[config.mk]
export PLATFORM = sky130hd
export DESIGN_NAME = pmus_supervisor
export DESIGN_NICKNAME = d
export VERILOG_FILES = /design/src/include/pmus_pkg.sv /design/src/hw/pmus_softstart.sv /design/src/hw/pmus_fault_timer.sv /design/src/hw/pmus_supervisor.sv
export VERILOG_INCLUDE_DIRS = /design/src /design/src/include
export SDC_FILE = /design/constraint.sdc
export NUM_CORES = 1
export LEC_CHECK = 0
export BUFFER_PORTS_ARGS = -buffer_cell sky130_fd_sc_hd__buf_2
export CAP_MARGIN = 20
export CORE_MARGIN = 8
export CORE_UTILIZATION = 53
export DETAILED_ROUTE_END_ITERATION = 16
export GPL_TIMING_DRIVEN = 0
export HOLD_SLACK_MARGIN = 0.03
export PLACE_DENSITY_LB_ADDON = 0.2
export SKIP_LAST_GASP = 1
export SLEW_MARGIN = 20
export SYNTH_ARGS = -nofsm -noshare
export SYNTH_HDL_FRONTEND = slang
export SYNTH_SLANG_ARGS = --single-unit
[constraint.sdc]
create_clock -name pclk -period 2.4 [get_ports pclk]
set_input_delay 0.12 -clock pclk [delete_from_list [all_inputs] [get_ports pclk]]
set_output_delay 0.12 -clock pclk [all_outputs]
set_load 0.05 [all_outputs]
[src/include/pmus_defines.svh]
// timing counts and field positions for the five-channel supervisor
// assumes pclk is the switching oscillator clock
`ifndef PMUS_DEFINES_SVH
`define PMUS_DEFINES_SVH

// -----------------------------------------------------------------
// soft-start and fault timing, in oscillator cycles
// -----------------------------------------------------------------
`define PMUS_SS_LONG_CYC   13'h1000
`define PMUS_SS_BUCK_CYC   13'h0800
`define PMUS_FAULT_CYC     17'h186A0

// -----------------------------------------------------------------
// channel indices
// -----------------------------------------------------------------
`define PMUS_CH_BOOST      0
`define PMUS_CH_MAIN       1
`define PMUS_CH_BUCK       2
`define PMUS_CH_AUX_CONTROLLER_A       3
`define PMUS_CH_AUX_CONTROLLER_B       4

// -----------------------------------------------------------------
// apb register offsets and reset values
// -----------------------------------------------------------------
`define PMUS_ADDR_STATUS   12'h000
`define PMUS_ADDR_IRQ      12'h004
`define PMUS_ADDR_MASK     12'h008
`define PMUS_ADDR_CTRL     12'h00C
`define PMUS_MASK_RST      32'h00000000
`define PMUS_CTRL_RST      32'h00000000

// interrupt status bits
`define PMUS_IRQ_FAULT     0
`define PMUS_IRQ_UVLO      1
`define PMUS_IRQ_BUCKOK    2
`define PMUS_IRQ_W         3

`endif

[src/include/pmus_pkg.sv]
// types shared by the supervisor files
package pmus_pkg;

  typedef enum logic [3:0] {
    PMUS_OFF    = 4'b0001,
    PMUS_BOOST  = 4'b0010,
    PMUS_RUN    = 4'b0100,
    PMUS_LATCH  = 4'b1000
  } pmus_state_e;

  typedef logic [4:0] pmus_chan_t;

endpackage : pmus_pkg

[src/hw/pmus_softstart.sv]
// one channel soft-start ramp counter
// assumes enable is already gated by sequencing and fault state
`timescale 1ns/1ps
`include "pmus_defines.svh"

module pmus_softstart #(
  parameter logic [12:0] RAMP_CYC = `PMUS_SS_LONG_CYC
) (
  input  wire logic        pclk,
  input  wire logic        presetn,
  input  wire logic        enable,
  output logic [12:0]      ramp_r,
  output logic             done_r
);

  // restart from zero whenever enable drops
  always_ff @(posedge pclk or negedge presetn) begin
    if (!presetn) begin
      ramp_r <= 13'h0000;
    end else if (!enable) begin
      ramp_r <= 13'h0000;
    end else if (ramp_r != RAMP_CYC) begin
      ramp_r <= ramp_r + 13'h0001;
    end
  end

  always_ff @(posedge pclk or negedge presetn) begin
    if (!presetn) begin
      done_r <= 1'b0;
    end else begin
      done_r <= enable && (ramp_r == RAMP_CYC);
    end
  end

endmodule : pmus_softstart

[src/hw/pmus_fault_timer.sv]
// out-of-regulation persistence timer
// assumes oor is already qualified per channel
`timescale 1ns/1ps
`include "pmus_defines.svh"

module pmus_fault_timer (
  input  wire logic        pclk,
  input  wire logic        presetn,
  input  wire logic        clear,
  input  wire logic        oor,
  output logic             expired_r
);

  logic [16:0] count_r;

  always_ff @(posedge pclk or negedge presetn) begin
    if (!presetn) begin
      count_r <= 17'h00000;
    end else if (clear || !oor) begin
      count_r <= 17'h00000;
    end else if (count_r != `PMUS_FAULT_CYC) begin
      count_r <= count_r + 17'h00001;
    end
  end

  always_ff @(posedge pclk or negedge presetn) begin
    if (!presetn) begin
      expired_r <= 1'b0;
    end else begin
      expired_r <= !clear && oor && (count_r == `PMUS_FAULT_CYC - 17'h00001);
    end
  end

endmodule : pmus_fault_timer

[src/hw/pmus_supervisor.sv]
// top of the five-channel power supervisor: sequencing, soft-start,
// fault latch, open-drain status pins and an apb register slave
// assumes pclk is the oscillator clock and all pins are synchronous
`timescale 1ns/1ps
`include "pmus_defines.svh"

module pmus_supervisor (
  input  wire logic        pclk,
  input  wire logic        presetn,
  input  wire logic        psel,
  input  wire logic        penable,
  input  wire logic        pwrite,
  input  wire logic [11:0] paddr,
  input  wire logic [31:0] pwdata,
  output logic [31:0]      prdata,
  output logic             pready,
  output logic             pslverr,
  input  wire logic        boost_enable_in,
  input  wire logic        main_enable_in,
  input  wire logic        buck_enable_in,
  input  wire logic        aux_a_enable_in,
  input  wire logic        aux_b_enable_in,
  input  wire logic        main_topology_select,
  input  wire logic        aux_b_topology_select,
  input  wire logic [4:0]  chan_in_reg,
  input  wire logic        boost_uvlo,
  input  wire logic        main_dropout,
  input  wire logic        thermal_limit,
  output logic [4:0]       chan_on_r,
  output logic [12:0]      main_ref_r,
  output logic [12:0]      buck_ref_r,
  output logic [12:0]      aux_a_ref_r,
  output logic [12:0]      aux_b_ref_r,
  output logic             aux_duty_limit_r,
  output logic             buck_ok_n_o,
  output logic             buck_ok_n_oe,
  output logic             aux_b_power_good_o,
  output logic             aux_b_power_good_oe,
  output logic             fault_flag_out_o,
  output logic             fault_flag_out_oe,
  output logic             irq
);

  // -----------------------------------------------------------------
  // sequencing state
  // -----------------------------------------------------------------
  pmus_pkg::pmus_state_e state_r;
  pmus_pkg::pmus_state_e state_nxt;
  logic                  boost_en_d_r;
  logic                  boost_rise;
  logic                  fault_exp;
  logic                  latched;
  pmus_pkg::pmus_chan_t  want;
  pmus_pkg::pmus_chan_t  ss_en;
  pmus_pkg::pmus_chan_t  ss_done;
  pmus_pkg::pmus_chan_t  oor_q;
  logic [12:0]           ramp [1:4];
  logic                  oor_any;
  logic [31:0]           mask_r;
  logic [31:0]           ctrl_r;
  logic [`PMUS_IRQ_W-1:0] irq_stat_r;
  logic [`PMUS_IRQ_W-1:0] irq_set;
  logic                  buck_ok_r;
  logic                  buck_ok_d_r;
  logic                  boost_reg;

  assign boost_rise = boost_enable_in && !boost_en_d_r;
  assign boost_reg  = chan_in_reg[`PMUS_CH_BOOST] && !boost_uvlo;
  assign latched    = (state_r == pmus_pkg::PMUS_LATCH);

  always_ff @(posedge pclk or negedge presetn) begin
    if (!presetn) begin
      boost_en_d_r <= 1'b0;
    end else begin
      boost_en_d_r <= boost_enable_in;
    end
  end

  always_comb begin
    state_nxt = state_r;
    case (state_r)
      pmus_pkg::PMUS_OFF: begin
        if (boost_enable_in) begin
          state_nxt = pmus_pkg::PMUS_BOOST;
        end
      end
      pmus_pkg::PMUS_BOOST: begin
        if (!boost_enable_in) begin
          state_nxt = pmus_pkg::PMUS_OFF;
        end else if (boost_reg) begin
          state_nxt = pmus_pkg::PMUS_RUN;
        end
      end
      pmus_pkg::PMUS_RUN: begin
        if (!boost_enable_in) begin
          state_nxt = pmus_pkg::PMUS_OFF;
        end else if (fault_exp) begin
          state_nxt = pmus_pkg::PMUS_LATCH;
        end else if (boost_uvlo) begin
          state_nxt = pmus_pkg::PMUS_BOOST;
        end
      end
      pmus_pkg::PMUS_LATCH: begin
        // only a fresh boost enable edge leaves latch-off; a held level does not
        if (boost_rise) begin
          state_nxt = pmus_pkg::PMUS_BOOST;
        end
      end
      default: state_nxt = pmus_pkg::PMUS_OFF;
    endcase
  end

  always_ff @(posedge pclk or negedge presetn) begin
    if (!presetn) begin
      state_r <= pmus_pkg::PMUS_OFF;
    end else begin
      state_r <= state_nxt;
    end
  end

  // -----------------------------------------------------------------
  // channel enables and soft-start
  // -----------------------------------------------------------------
  // software may hold any non-boost channel off through ctrl bits 4:1
  // aux-b topology pin only steers the analog stage; no logic here reads it
  always_comb begin
    want = 5'h00;
    want[`PMUS_CH_BOOST] = boost_enable_in && (state_r == pmus_pkg::PMUS_BOOST
                           || state_r == pmus_pkg::PMUS_RUN);
    if (state_r == pmus_pkg::PMUS_RUN) begin
      want[`PMUS_CH_MAIN] = main_enable_in && !ctrl_r[1];
      want[`PMUS_CH_BUCK] = buck_enable_in && !ctrl_r[2];
      want[`PMUS_CH_AUX_CONTROLLER_A] = aux_a_enable_in && !ctrl_r[3];
      want[`PMUS_CH_AUX_CONTROLLER_B] = aux_b_enable_in && !ctrl_r[4];
    end
  end

  // enable drops in latch-off, so each ramp restarts on recovery
  assign ss_en = want;
  assign ss_done[`PMUS_CH_BOOST] = boost_reg;

  // buck ramp is half length so buck and main rise at a similar slope
  genvar g;
  generate
    for (g = 1; g < 5; g++) begin : g_ss
      pmus_softstart #(
        .RAMP_CYC ((g == `PMUS_CH_BUCK) ? `PMUS_SS_BUCK_CYC : `PMUS_SS_LONG_CYC)
      ) u_ss (
        .pclk    (pclk),
        .presetn (presetn),
        .enable  (ss_en[g]),
        .ramp_r  (ramp[g]),
        .done_r  (ss_done[g])
      );
    end
  endgenerate

  always_ff @(posedge pclk or negedge presetn) begin
    if (!presetn) begin
      chan_on_r   <= 5'h00;
      main_ref_r  <= 13'h0000;
      buck_ref_r  <= 13'h0000;
      aux_a_ref_r <= 13'h0000;
      aux_b_ref_r <= 13'h0000;
    end else begin
      chan_on_r   <= (latched || boost_uvlo) ? 5'h00 : want;
      main_ref_r  <= ramp[`PMUS_CH_MAIN];
      buck_ref_r  <= ramp[`PMUS_CH_BUCK];
      aux_a_ref_r <= ramp[`PMUS_CH_AUX_CONTROLLER_A];
      aux_b_ref_r <= ramp[`PMUS_CH_AUX_CONTROLLER_B];
    end
  end

  // duty limiter on while either aux channel is wanted: the analog loop caps at its 80 percent floor
  always_ff @(posedge pclk or negedge presetn) begin
    if (!presetn) begin
      aux_duty_limit_r <= 1'b0;
    end else begin
      aux_duty_limit_r <= want[`PMUS_CH_AUX_CONTROLLER_A] || want[`PMUS_CH_AUX_CONTROLLER_B];
    end
  end

  // -----------------------------------------------------------------
  // fault detection
  // -----------------------------------------------------------------
  // only channels running past soft-start are watched
  always_comb begin
    oor_q = 5'h00;
    for (int i = 1; i < 5; i++) begin
      oor_q[i] = want[i] && ss_done[i] && !chan_in_reg[i];
    end
    if (want[`PMUS_CH_MAIN] && ss_done[`PMUS_CH_MAIN] && !main_topology_select
        && main_dropout) begin
      oor_q[`PMUS_CH_MAIN] = 1'b1;
    end
  end

  assign oor_any = |oor_q;

  // timer clears outside run, so a uvlo restart never inherits a partial count
  pmus_fault_timer u_ft (
    .pclk      (pclk),
    .presetn   (presetn),
    .clear     (state_r != pmus_pkg::PMUS_RUN),
    .oor       (oor_any),
    .expired_r (fault_exp)
  );

  // -----------------------------------------------------------------
  // status pins
  // -----------------------------------------------------------------
  always_ff @(posedge pclk or negedge presetn) begin
    if (!presetn) begin
      buck_ok_r <= 1'b0;
    end else begin
      // the enable term drops buck ok at shutdown, not only once the
      // done flag clears a cycle later with the ramp already at zero
      buck_ok_r <= ss_done[`PMUS_CH_BUCK] && want[`PMUS_CH_BUCK] && !latched && !thermal_limit;
    end
  end

  always_ff @(posedge pclk or negedge presetn) begin
    if (!presetn) begin
      buck_ok_n_o         <= 1'b0;
      buck_ok_n_oe        <= 1'b0;
      aux_b_power_good_o  <= 1'b0;
      aux_b_power_good_oe <= 1'b0;
      fault_flag_out_o    <= 1'b0;
      fault_flag_out_oe   <= 1'b0;
    end else begin
      buck_ok_n_o         <= 1'b0;
      buck_ok_n_oe        <= buck_ok_r;
      aux_b_power_good_o  <= 1'b0;
      // open drain: pulled low while not good, released when good
      aux_b_power_good_oe <= !(ss_done[`PMUS_CH_AUX_CONTROLLER_B] && chan_in_reg[`PMUS_CH_AUX_CONTROLLER_B]);
      fault_flag_out_o    <= 1'b0;
      fault_flag_out_oe   <= !latched;
    end
  end

  // -----------------------------------------------------------------
  // interrupts
  // -----------------------------------------------------------------
  always_ff @(posedge pclk or negedge presetn) begin
    if (!presetn) begin
      buck_ok_d_r <= 1'b0;
    end else begin
      buck_ok_d_r <= buck_ok_r;
    end
  end

  always_comb begin
    irq_set = '0;
    irq_set[`PMUS_IRQ_FAULT]  = fault_exp;
    irq_set[`PMUS_IRQ_UVLO]   = boost_uvlo && (state_r == pmus_pkg::PMUS_RUN);
    irq_set[`PMUS_IRQ_BUCKOK] = buck_ok_r && !buck_ok_d_r;
  end

  logic wr_acc;
  logic rd_acc;
  assign wr_acc = psel && penable && pwrite;
  assign rd_acc = psel && !penable && !pwrite;

  // set wins over the write-one clear
  always_ff @(posedge pclk or negedge presetn) begin
    if (!presetn) begin
      irq_stat_r <= '0;
    end else if (wr_acc && paddr == `PMUS_ADDR_IRQ) begin
      irq_stat_r <= (irq_stat_r & ~pwdata[`PMUS_IRQ_W-1:0]) | irq_set;
    end else begin
      irq_stat_r <= irq_stat_r | irq_set;
    end
  end

  always_ff @(posedge pclk or negedge presetn) begin
    if (!presetn) begin
      irq <= 1'b0;
    end else begin
      irq <= |(irq_stat_r & mask_r[`PMUS_IRQ_W-1:0]);
    end
  end

  // -----------------------------------------------------------------
  // apb slave
  // -----------------------------------------------------------------
  always_ff @(posedge pclk or negedge presetn) begin
    if (!presetn) begin
      mask_r <= `PMUS_MASK_RST;
      ctrl_r <= `PMUS_CTRL_RST;
    end else if (wr_acc) begin
      if (paddr == `PMUS_ADDR_MASK) begin
        mask_r <= {29'h0, pwdata[`PMUS_IRQ_W-1:0]};
      end
      if (paddr == `PMUS_ADDR_CTRL) begin
        ctrl_r <= {27'h0, pwdata[4:1], 1'b0};
      end
    end
  end

  // no wait state: data registered in setup, ready in the first access cycle
  // reads decode in setup so prdata stands through the whole access cycle
  always_ff @(posedge pclk or negedge presetn) begin
    if (!presetn) begin
      prdata  <= 32'h00000000;
      pready  <= 1'b0;
      pslverr <= 1'b0;
    end else begin
      pready  <= psel && !penable;
      pslverr <= psel && !penable && !(paddr == `PMUS_ADDR_STATUS || paddr == `PMUS_ADDR_IRQ
                 || paddr == `PMUS_ADDR_MASK || paddr == `PMUS_ADDR_CTRL);
      if (rd_acc) begin
        case (paddr)
          `PMUS_ADDR_STATUS: prdata <= {21'h0, state_r, chan_on_r, latched, buck_ok_r};
          `PMUS_ADDR_IRQ:    prdata <= {29'h0, irq_stat_r};
          `PMUS_ADDR_MASK:   prdata <= mask_r;
          `PMUS_ADDR_CTRL:   prdata <= ctrl_r;
          default:           prdata <= 32'h00000000;
        endcase
      end
    end
  end

endmodule : pmus_supervisor

==> Word-level counts from Yosys, hierarchy flattened <==
Cells that the tools add are included.
{ "word_totals": {"ff_bits": 186, "input_bits": 64, "output_inout_bits": 99, "wordCells": 156} }
{ "classes": {"n_addsub": 5, "eq_ne": 26, "mux": 23, "bitwise_logic": 5, "n_reduce_logical": 68} }
{ "op_table": {"columns": ["operator", "count"], "rows": [
  ["13-bit two-way mux", 8],
  ["13-bit by 1-bit adder with 13-bit output, second input constant", 4],
  ["11-bit case mux with 4 select lines", 1],
  ["13-bit == test, second input constant", 3],
  ["13-bit inequality test, second input constant", 3],
  ["1-bit logical AND", 34],
  ["17-bit two-way mux", 2],
  ["4-bit two-way mux", 8],
  ["12-bit by 4-bit == test with 1-bit output, second input constant", 2],
  ["1-bit zero test", 20],
  ["17-bit by 1-bit adder with 17-bit output, second input constant", 1],
  ["17-bit == test, second input constant", 1],
  ["17-bit inequality test, second input constant", 1],
  ["4-bit case mux with 4 select lines", 1],
  ["13-bit by 12-bit == test with 1-bit output, second input constant", 1],
  ["13-bit by 12-bit inequality test with 1-bit output, second input constant", 1],
  ["12-bit by 3-bit == test with 1-bit output, second input constant", 1],
  ["12-bit zero test", 1],
  ["2-bit inequality test, second input constant", 6],
  ["4-bit by 3-bit inequality test with 1-bit output, second input constant", 2],
  ["1-bit logical OR", 7],
  ["3-bit AND", 2],
  ["3-bit OR", 2],
  ["5-bit two-way mux", 1],
  ["other kinds (13)", 14]
]} }

==> Depth between registers and ports, before layout <==
{ "logic_depth": {"ltp_word": 11, "mapped_depth": 7, "mapped_depth_nobuf": 6} }

==> Hierarchy <==
Synthesis repeated with hierarchy kept, for this count alone.
{ "unflattened": {"hier_cells": 636, "area_unflattened_um2": 7350.8} }
{ "modules_own_cells": {"columns": ["mod", "n_inst", "cells_each", "area_each_um2", "seq_area_each_um2"], "rows": [
  ["pmus_supervisor", 1, 237, 3383.2, 2278.4],
  ["pmus_softstart (g_ss[1].u_ss ...)", 3, 76, 752.0, 350.3],
  ["pmus_fault_timer", 1, 99, 988.4, 450.4],
  ["pmus_softstart (g_ss[2].u_ss)", 1, 72, 723.2, 350.3]
]} }

==> Worst setup path after synthesis <==
Ideal clock, no wire load.
{ "synth_path": {"path_kind": "reg2reg", "start": "register state_r[1]", "end": "register u_ft.expired_r", "setup_ps": 71, "t_arrival_ps": 1783, "required_time_ps": 2329, "setup_slack_ps": 546, "stages_incl_launch_ff": 8, "n_path_buf": 3, "cell_sequence": "dfrtp_1 > buf_4 > nor4b_4 > nand4b_1 > o221a_1 > buf_4 > buf_12 > nor2_4"} }
{ "synth_between": {"elab_chain_cells": 9, "word_cells_on_any_way": 18} }
{ "synth_lines": {"columns": ["element", "line_no", "rtl"], "rows": [
  ["from (decl)", "pmus_supervisor.sv:47", "pmus_pkg::pmus_state_e state_r;"],
  ["from (signal assigned)", "pmus_supervisor.sv:115", "state_r <= pmus_pkg::PMUS_OFF;"],
  ["from (signal assigned)", "pmus_supervisor.sv:117", "state_r <= state_nxt;"],
  ["4-bit by 3-bit == test with 1-bit output", "pmus_supervisor.sv:130", "if (state_r == pmus_pkg::PMUS_RUN) begin"],
  ["4-bit two-way mux", "pmus_supervisor.sv:130", null],
  ["1-bit logical AND", "pmus_supervisor.sv:190, pmus_supervisor.sv:192", null],
  ["1-bit logical AND (2 in series)", "pmus_supervisor.sv:192", "if (want[`PMUS_CH_MAIN] && ss_done[`PMUS_CH_MAIN] && !main_topology_select"],
  ["1-bit two-way mux", "pmus_supervisor.sv:192", null],
  ["4-bit OR reduction", "pmus_supervisor.sv:198", "assign oor_any = |oor_q;"],
  ["1-bit logical AND (*) (2 in series)", "pmus_fault_timer.sv:30", "expired_r <= !clear && oor && (count_r == `PMUS_FAULT_CYC - 17'h00001);"],
  ["to (signal assigned)", "pmus_fault_timer.sv:30", null],
  ["to (decl)", "pmus_fault_timer.sv:11", "output logic expired_r"]
]} }
Every way passes the cells marked *; elsewhere a longest branch is shown, timed or not.
A chain may end at the register's enable or synchronous reset.

==> Worst setup path after layout <==
{ "layout_path": {"start": "register state_r[1]", "end": "register buck_ok_r"} }
{ "layout_between": {"elab_chain_cells": 5, "word_cells_on_any_way": 7} }
{ "layout_lines": {"columns": ["element", "line_no", "rtl"], "rows": [
  ["4-bit by 3-bit == test with 1-bit output", "pmus_supervisor.sv:130", null],
  ["4-bit two-way mux", "pmus_supervisor.sv:130", null],
  ["1-bit logical AND", "pmus_supervisor.sv:218", "buck_ok_r <= ss_done[`PMUS_CH_BUCK] && want[`PMUS_CH_BUCK] && !latched && !thermal_limit;"],
  ["1-bit logical AND (*) (2 in series)", "pmus_supervisor.sv:218", null],
  ["to (signal assigned)", "pmus_supervisor.sv:218", null],
  ["to (decl)", "pmus_supervisor.sv:63", "logic buck_ok_r;"]
]} }
Marked as above.

==> flow_summary.ini <==
[drt]
drtAntennaViolNets = 0
drt_wl_total_microns = 16600
remaining_drc_errors = 0
drt_iter0_markers = 312
post_drt_wl_per_cell_microns = 17.1
viasPerCell = 5.40
vias = 5249
firstDrtPassIters = 7

[sta]
rsz0062_at_grt = false
final.min_clock_period_ps = 2080
report.final.setup_viol = 0
finalHoldViolCount = 0
hold_ws_ps = 62.1
tightest_slew_ps = 852
clock-skew-final_ps = 7.70
max_freq_mhz = 481
period_share_pct = 86.6
slew_violations = 0
max_slew_margin_pct = 42.4

[yosys]
synthCells = 621
ys_top_cells_by_area = dfrtp_1, xnor2_1, nor2_1, xor2_1, buf_4
ys_warn_count = 0
syn_avg_cell_area_sq_um = 11.4
synth_cell_type_count = 55
yosysTopAreaCell = dfrtp_1
synth_top_area_share_pct = 57.9
synth_commonest_cells = dfrtp_1, nor2_1, nand2_1
ys.flop_type = dfrtp_1
yosysSeqAreaShare_pct = 58.2
yosys.cell_count.top_type = dfrtp_1
synthArstFlopShare_pct = 100
synth_edf_count = 0
ys_ff_latch = 165
syn_area_sq_mm = 0.00709

[layout]
syn2layout_area_growth_pct = 21.9
final_layout_size_suffix_gt1_share_pct = 24.0
finalInstanceArea_sq_mm = 0.00864
finalNetCount = 862
diodes = 0

[cts]
numCtsBuffers = 17
cts-root-buf = clkbuf_16
cts-htree-levels = 4
cts_resized = 0
clock_latency_ps = 430
cts_sinks = 165
cts_tree = built
clk_path_buf_depth = 2
path_clk_slew_ps = 60

[placed_design]
portBuffers = 109
hpwl_microns = 11600
placed_cell_area_sq_mm = 0.00798
gp_congestion = 0.897

[setup_path]
path_class = flop to flop
cp.arrival_ps = 2390
worstPathCellList = buf_4, nor4b_1, nor3_1, dlygate4sd3_1
critPathLaunchType = flop
cp_max_fo = 7
critical_path.max_stage_delay_ps = 760
crit_slowest_cell = nor4b_1
critPathRequiredTime_ps = 2710
endpoint_kind = flop

[floorplan]
die_h_microns = 132
num_io_pins = 163
start_util_pct = 54.0
core_sq_mm = 0.0131
die_x_microns = 132
dieArea_sq_mm = 0.0173
num_rows = 42

[global_route]
grt_pass1_wl_microns = 27400
met2_usage_pct = 30.6
track_usage_pct = 19.7
grt_pass1_vias = 5186
gr-usage-met1_pct = 25.1
gr-max-usage-layer = met2
antenna_found_initial = 2
grt_max_degree = 88
use_met3_pct = 7.09
grt-ovfl-total = 0

[pwr]
p_per_area_mw_per_mm2 = 659
p_leak_nw = 4.09
power.total_mw = 5.69
ir_drop_v = 0.000522

[worst_hold_path]
hold_path_class = input port to flop

[flow_run]
maxCapViolations = 0

[run_status]
outcome = complete, no violations
==> flip-flops by register name, summed over array words and instances, names as in the netlist, 3 cells and up <==
register,count
g_ss.u_ss.ramp_r,52
u_ft.count_r,17
aux_a_ref_r,13
aux_b_ref_r,13
buck_ref_r,13
main_ref_r,13
prdata,11
chan_on_r,5
ctrl_r,4
g_ss.u_ss.done_r,4
state_r,4
irq_stat_r,3
mask_r,3
==> final timing paths <==
check | startpoint | end | slack (ps) | cells after the start
worst min-delay path | penable | pslverr$_DFF_PN0_ | 60 | 3
worst max-delay path | state_r[1]$_DFFE_PN0P_ | buck_ok_r$_DFF_PN0_ | 320 | 4
max in group asynchronous | presetn | g_ss[4].u_ss.ramp_r[1]$_DFFE_PN0N_ | 1310 | 3
min in group asynchronous | presetn | main_ref_r[3]$_DFF_PN0_ | 290 | 2
worst max register to register | state_r[1]$_DFFE_PN0P_ | buck_ok_r$_DFF_PN0_ | 320 | 4
worst min register to register | g_ss[4].u_ss.ramp_r[4]$_DFFE_PN0N_ | aux_b_ref_r[4]$_DFF_PN0_ | 380 | 0
==> per-layer routing <==
metal | vias up | part of all wire [%] | wire length [microns]
met1 | 2569 | 42 | 7030
li1 | 2452 | - | -
met4 | 4 | 1.5 | 246
met2 | 195 | 48 | 8000
met5 | - | 0.16 | 27
met3 | 29 | 7.8 | 1300
==> logic make-up (layout without fill, tap and decap cells) <==
family                     after synthesis  after routing  synth area share, %
other                                    1             24               0.0529
AOI/OAI and AO/OA                       52             52                 4.85
and+or+nand+nor                        264            264                 21.4
buffers and inverters                   62            214                 4.96
adders and majority gates               10             10                 1.76
DFF                                    165            165                 58.2
muxes                                   15             15                 2.28
xor gates and xnor gates                52             52                 6.42
==> where the power goes <==
group          leakage, nW  switching, mW  internal (mW)
combinational         1.56          0.285          0.152
sequential            2.29         0.0175           2.82
clock                0.246           1.02           1.40
==> per-stage QoR <==
| step | instances | setup TNS [ps] | setup WS [ps] | utilization, % |
|---|---|---|---|---|
| finish | 972 | 0 | 321 | 65.8 |
| global route | 972 | 0 | 180 | 65.8 |
| global placement | 929 | -187670 | -1160 | 60.5 |
| detailed placement | 930 | 0 | 57.0 | 60.8 |
| CTS | 970 | 0 | 43.2 | 65.7 |
| floorplan | 644 | 0 | 546 | - |
==> timing repair <==
action / CTS / global route
setup buffers: 0 / 2
hold endpoints to repair: 103 / 0
setup endpoints to repair: 0 / 21
hold buffers: 13 / 0
==> cell usage in the layout (no fill, tap or decap), types with 4 or more instances in the layout <==
cell,Yosys,routed
nor2b_1,5,5
nand3b_1,8,8
nor2_4,10,10
and4_1,5,5
and3_1,8,8
ha_1,10,10
nor4_1,15,15
nand3_1,31,31
nand4_1,20,20
nor3_1,14,14
mux2_2,9,9
or3_1,8,8
nand2_1,33,33
nor4bb_1,4,4
nor2_1,65,65
dlygate4sd3_1,0,13
inv_1,20,20
nor4b_1,13,13
xnor2_1,28,28
clkbuf_16,0,17
clkbuf_1,13,16
buf_4,27,29
a21oi_1,14,14
mux2i_1,6,6
o21ai_0,14,14
clkbuf_8,0,4
dfrtp_1,164,164
a22o_1,8,8
buf_2,1,109
xor2_1,24,24
conb_1,1,24
nand2b_1,7,7
==> layout make-up <==
type                    count  area, sq um
flip-flops and latches    165         4130
clock buffers              24          492
inverters                  20         75.1
fillers                  1054         4500
multi-input cells         417         2700
clock inverters             3         23.8
plain buffers              42          277
well taps                 176          220
repair buffers            125          728
==> worst max-delay path: cells and delay by family, from the launching register on <==
kind,cells,cell delay (ps)
and+or+nand+nor,2,860
buffers and inverters,2,750
DFF,1,350
Power figures use the tool's default switching activity.
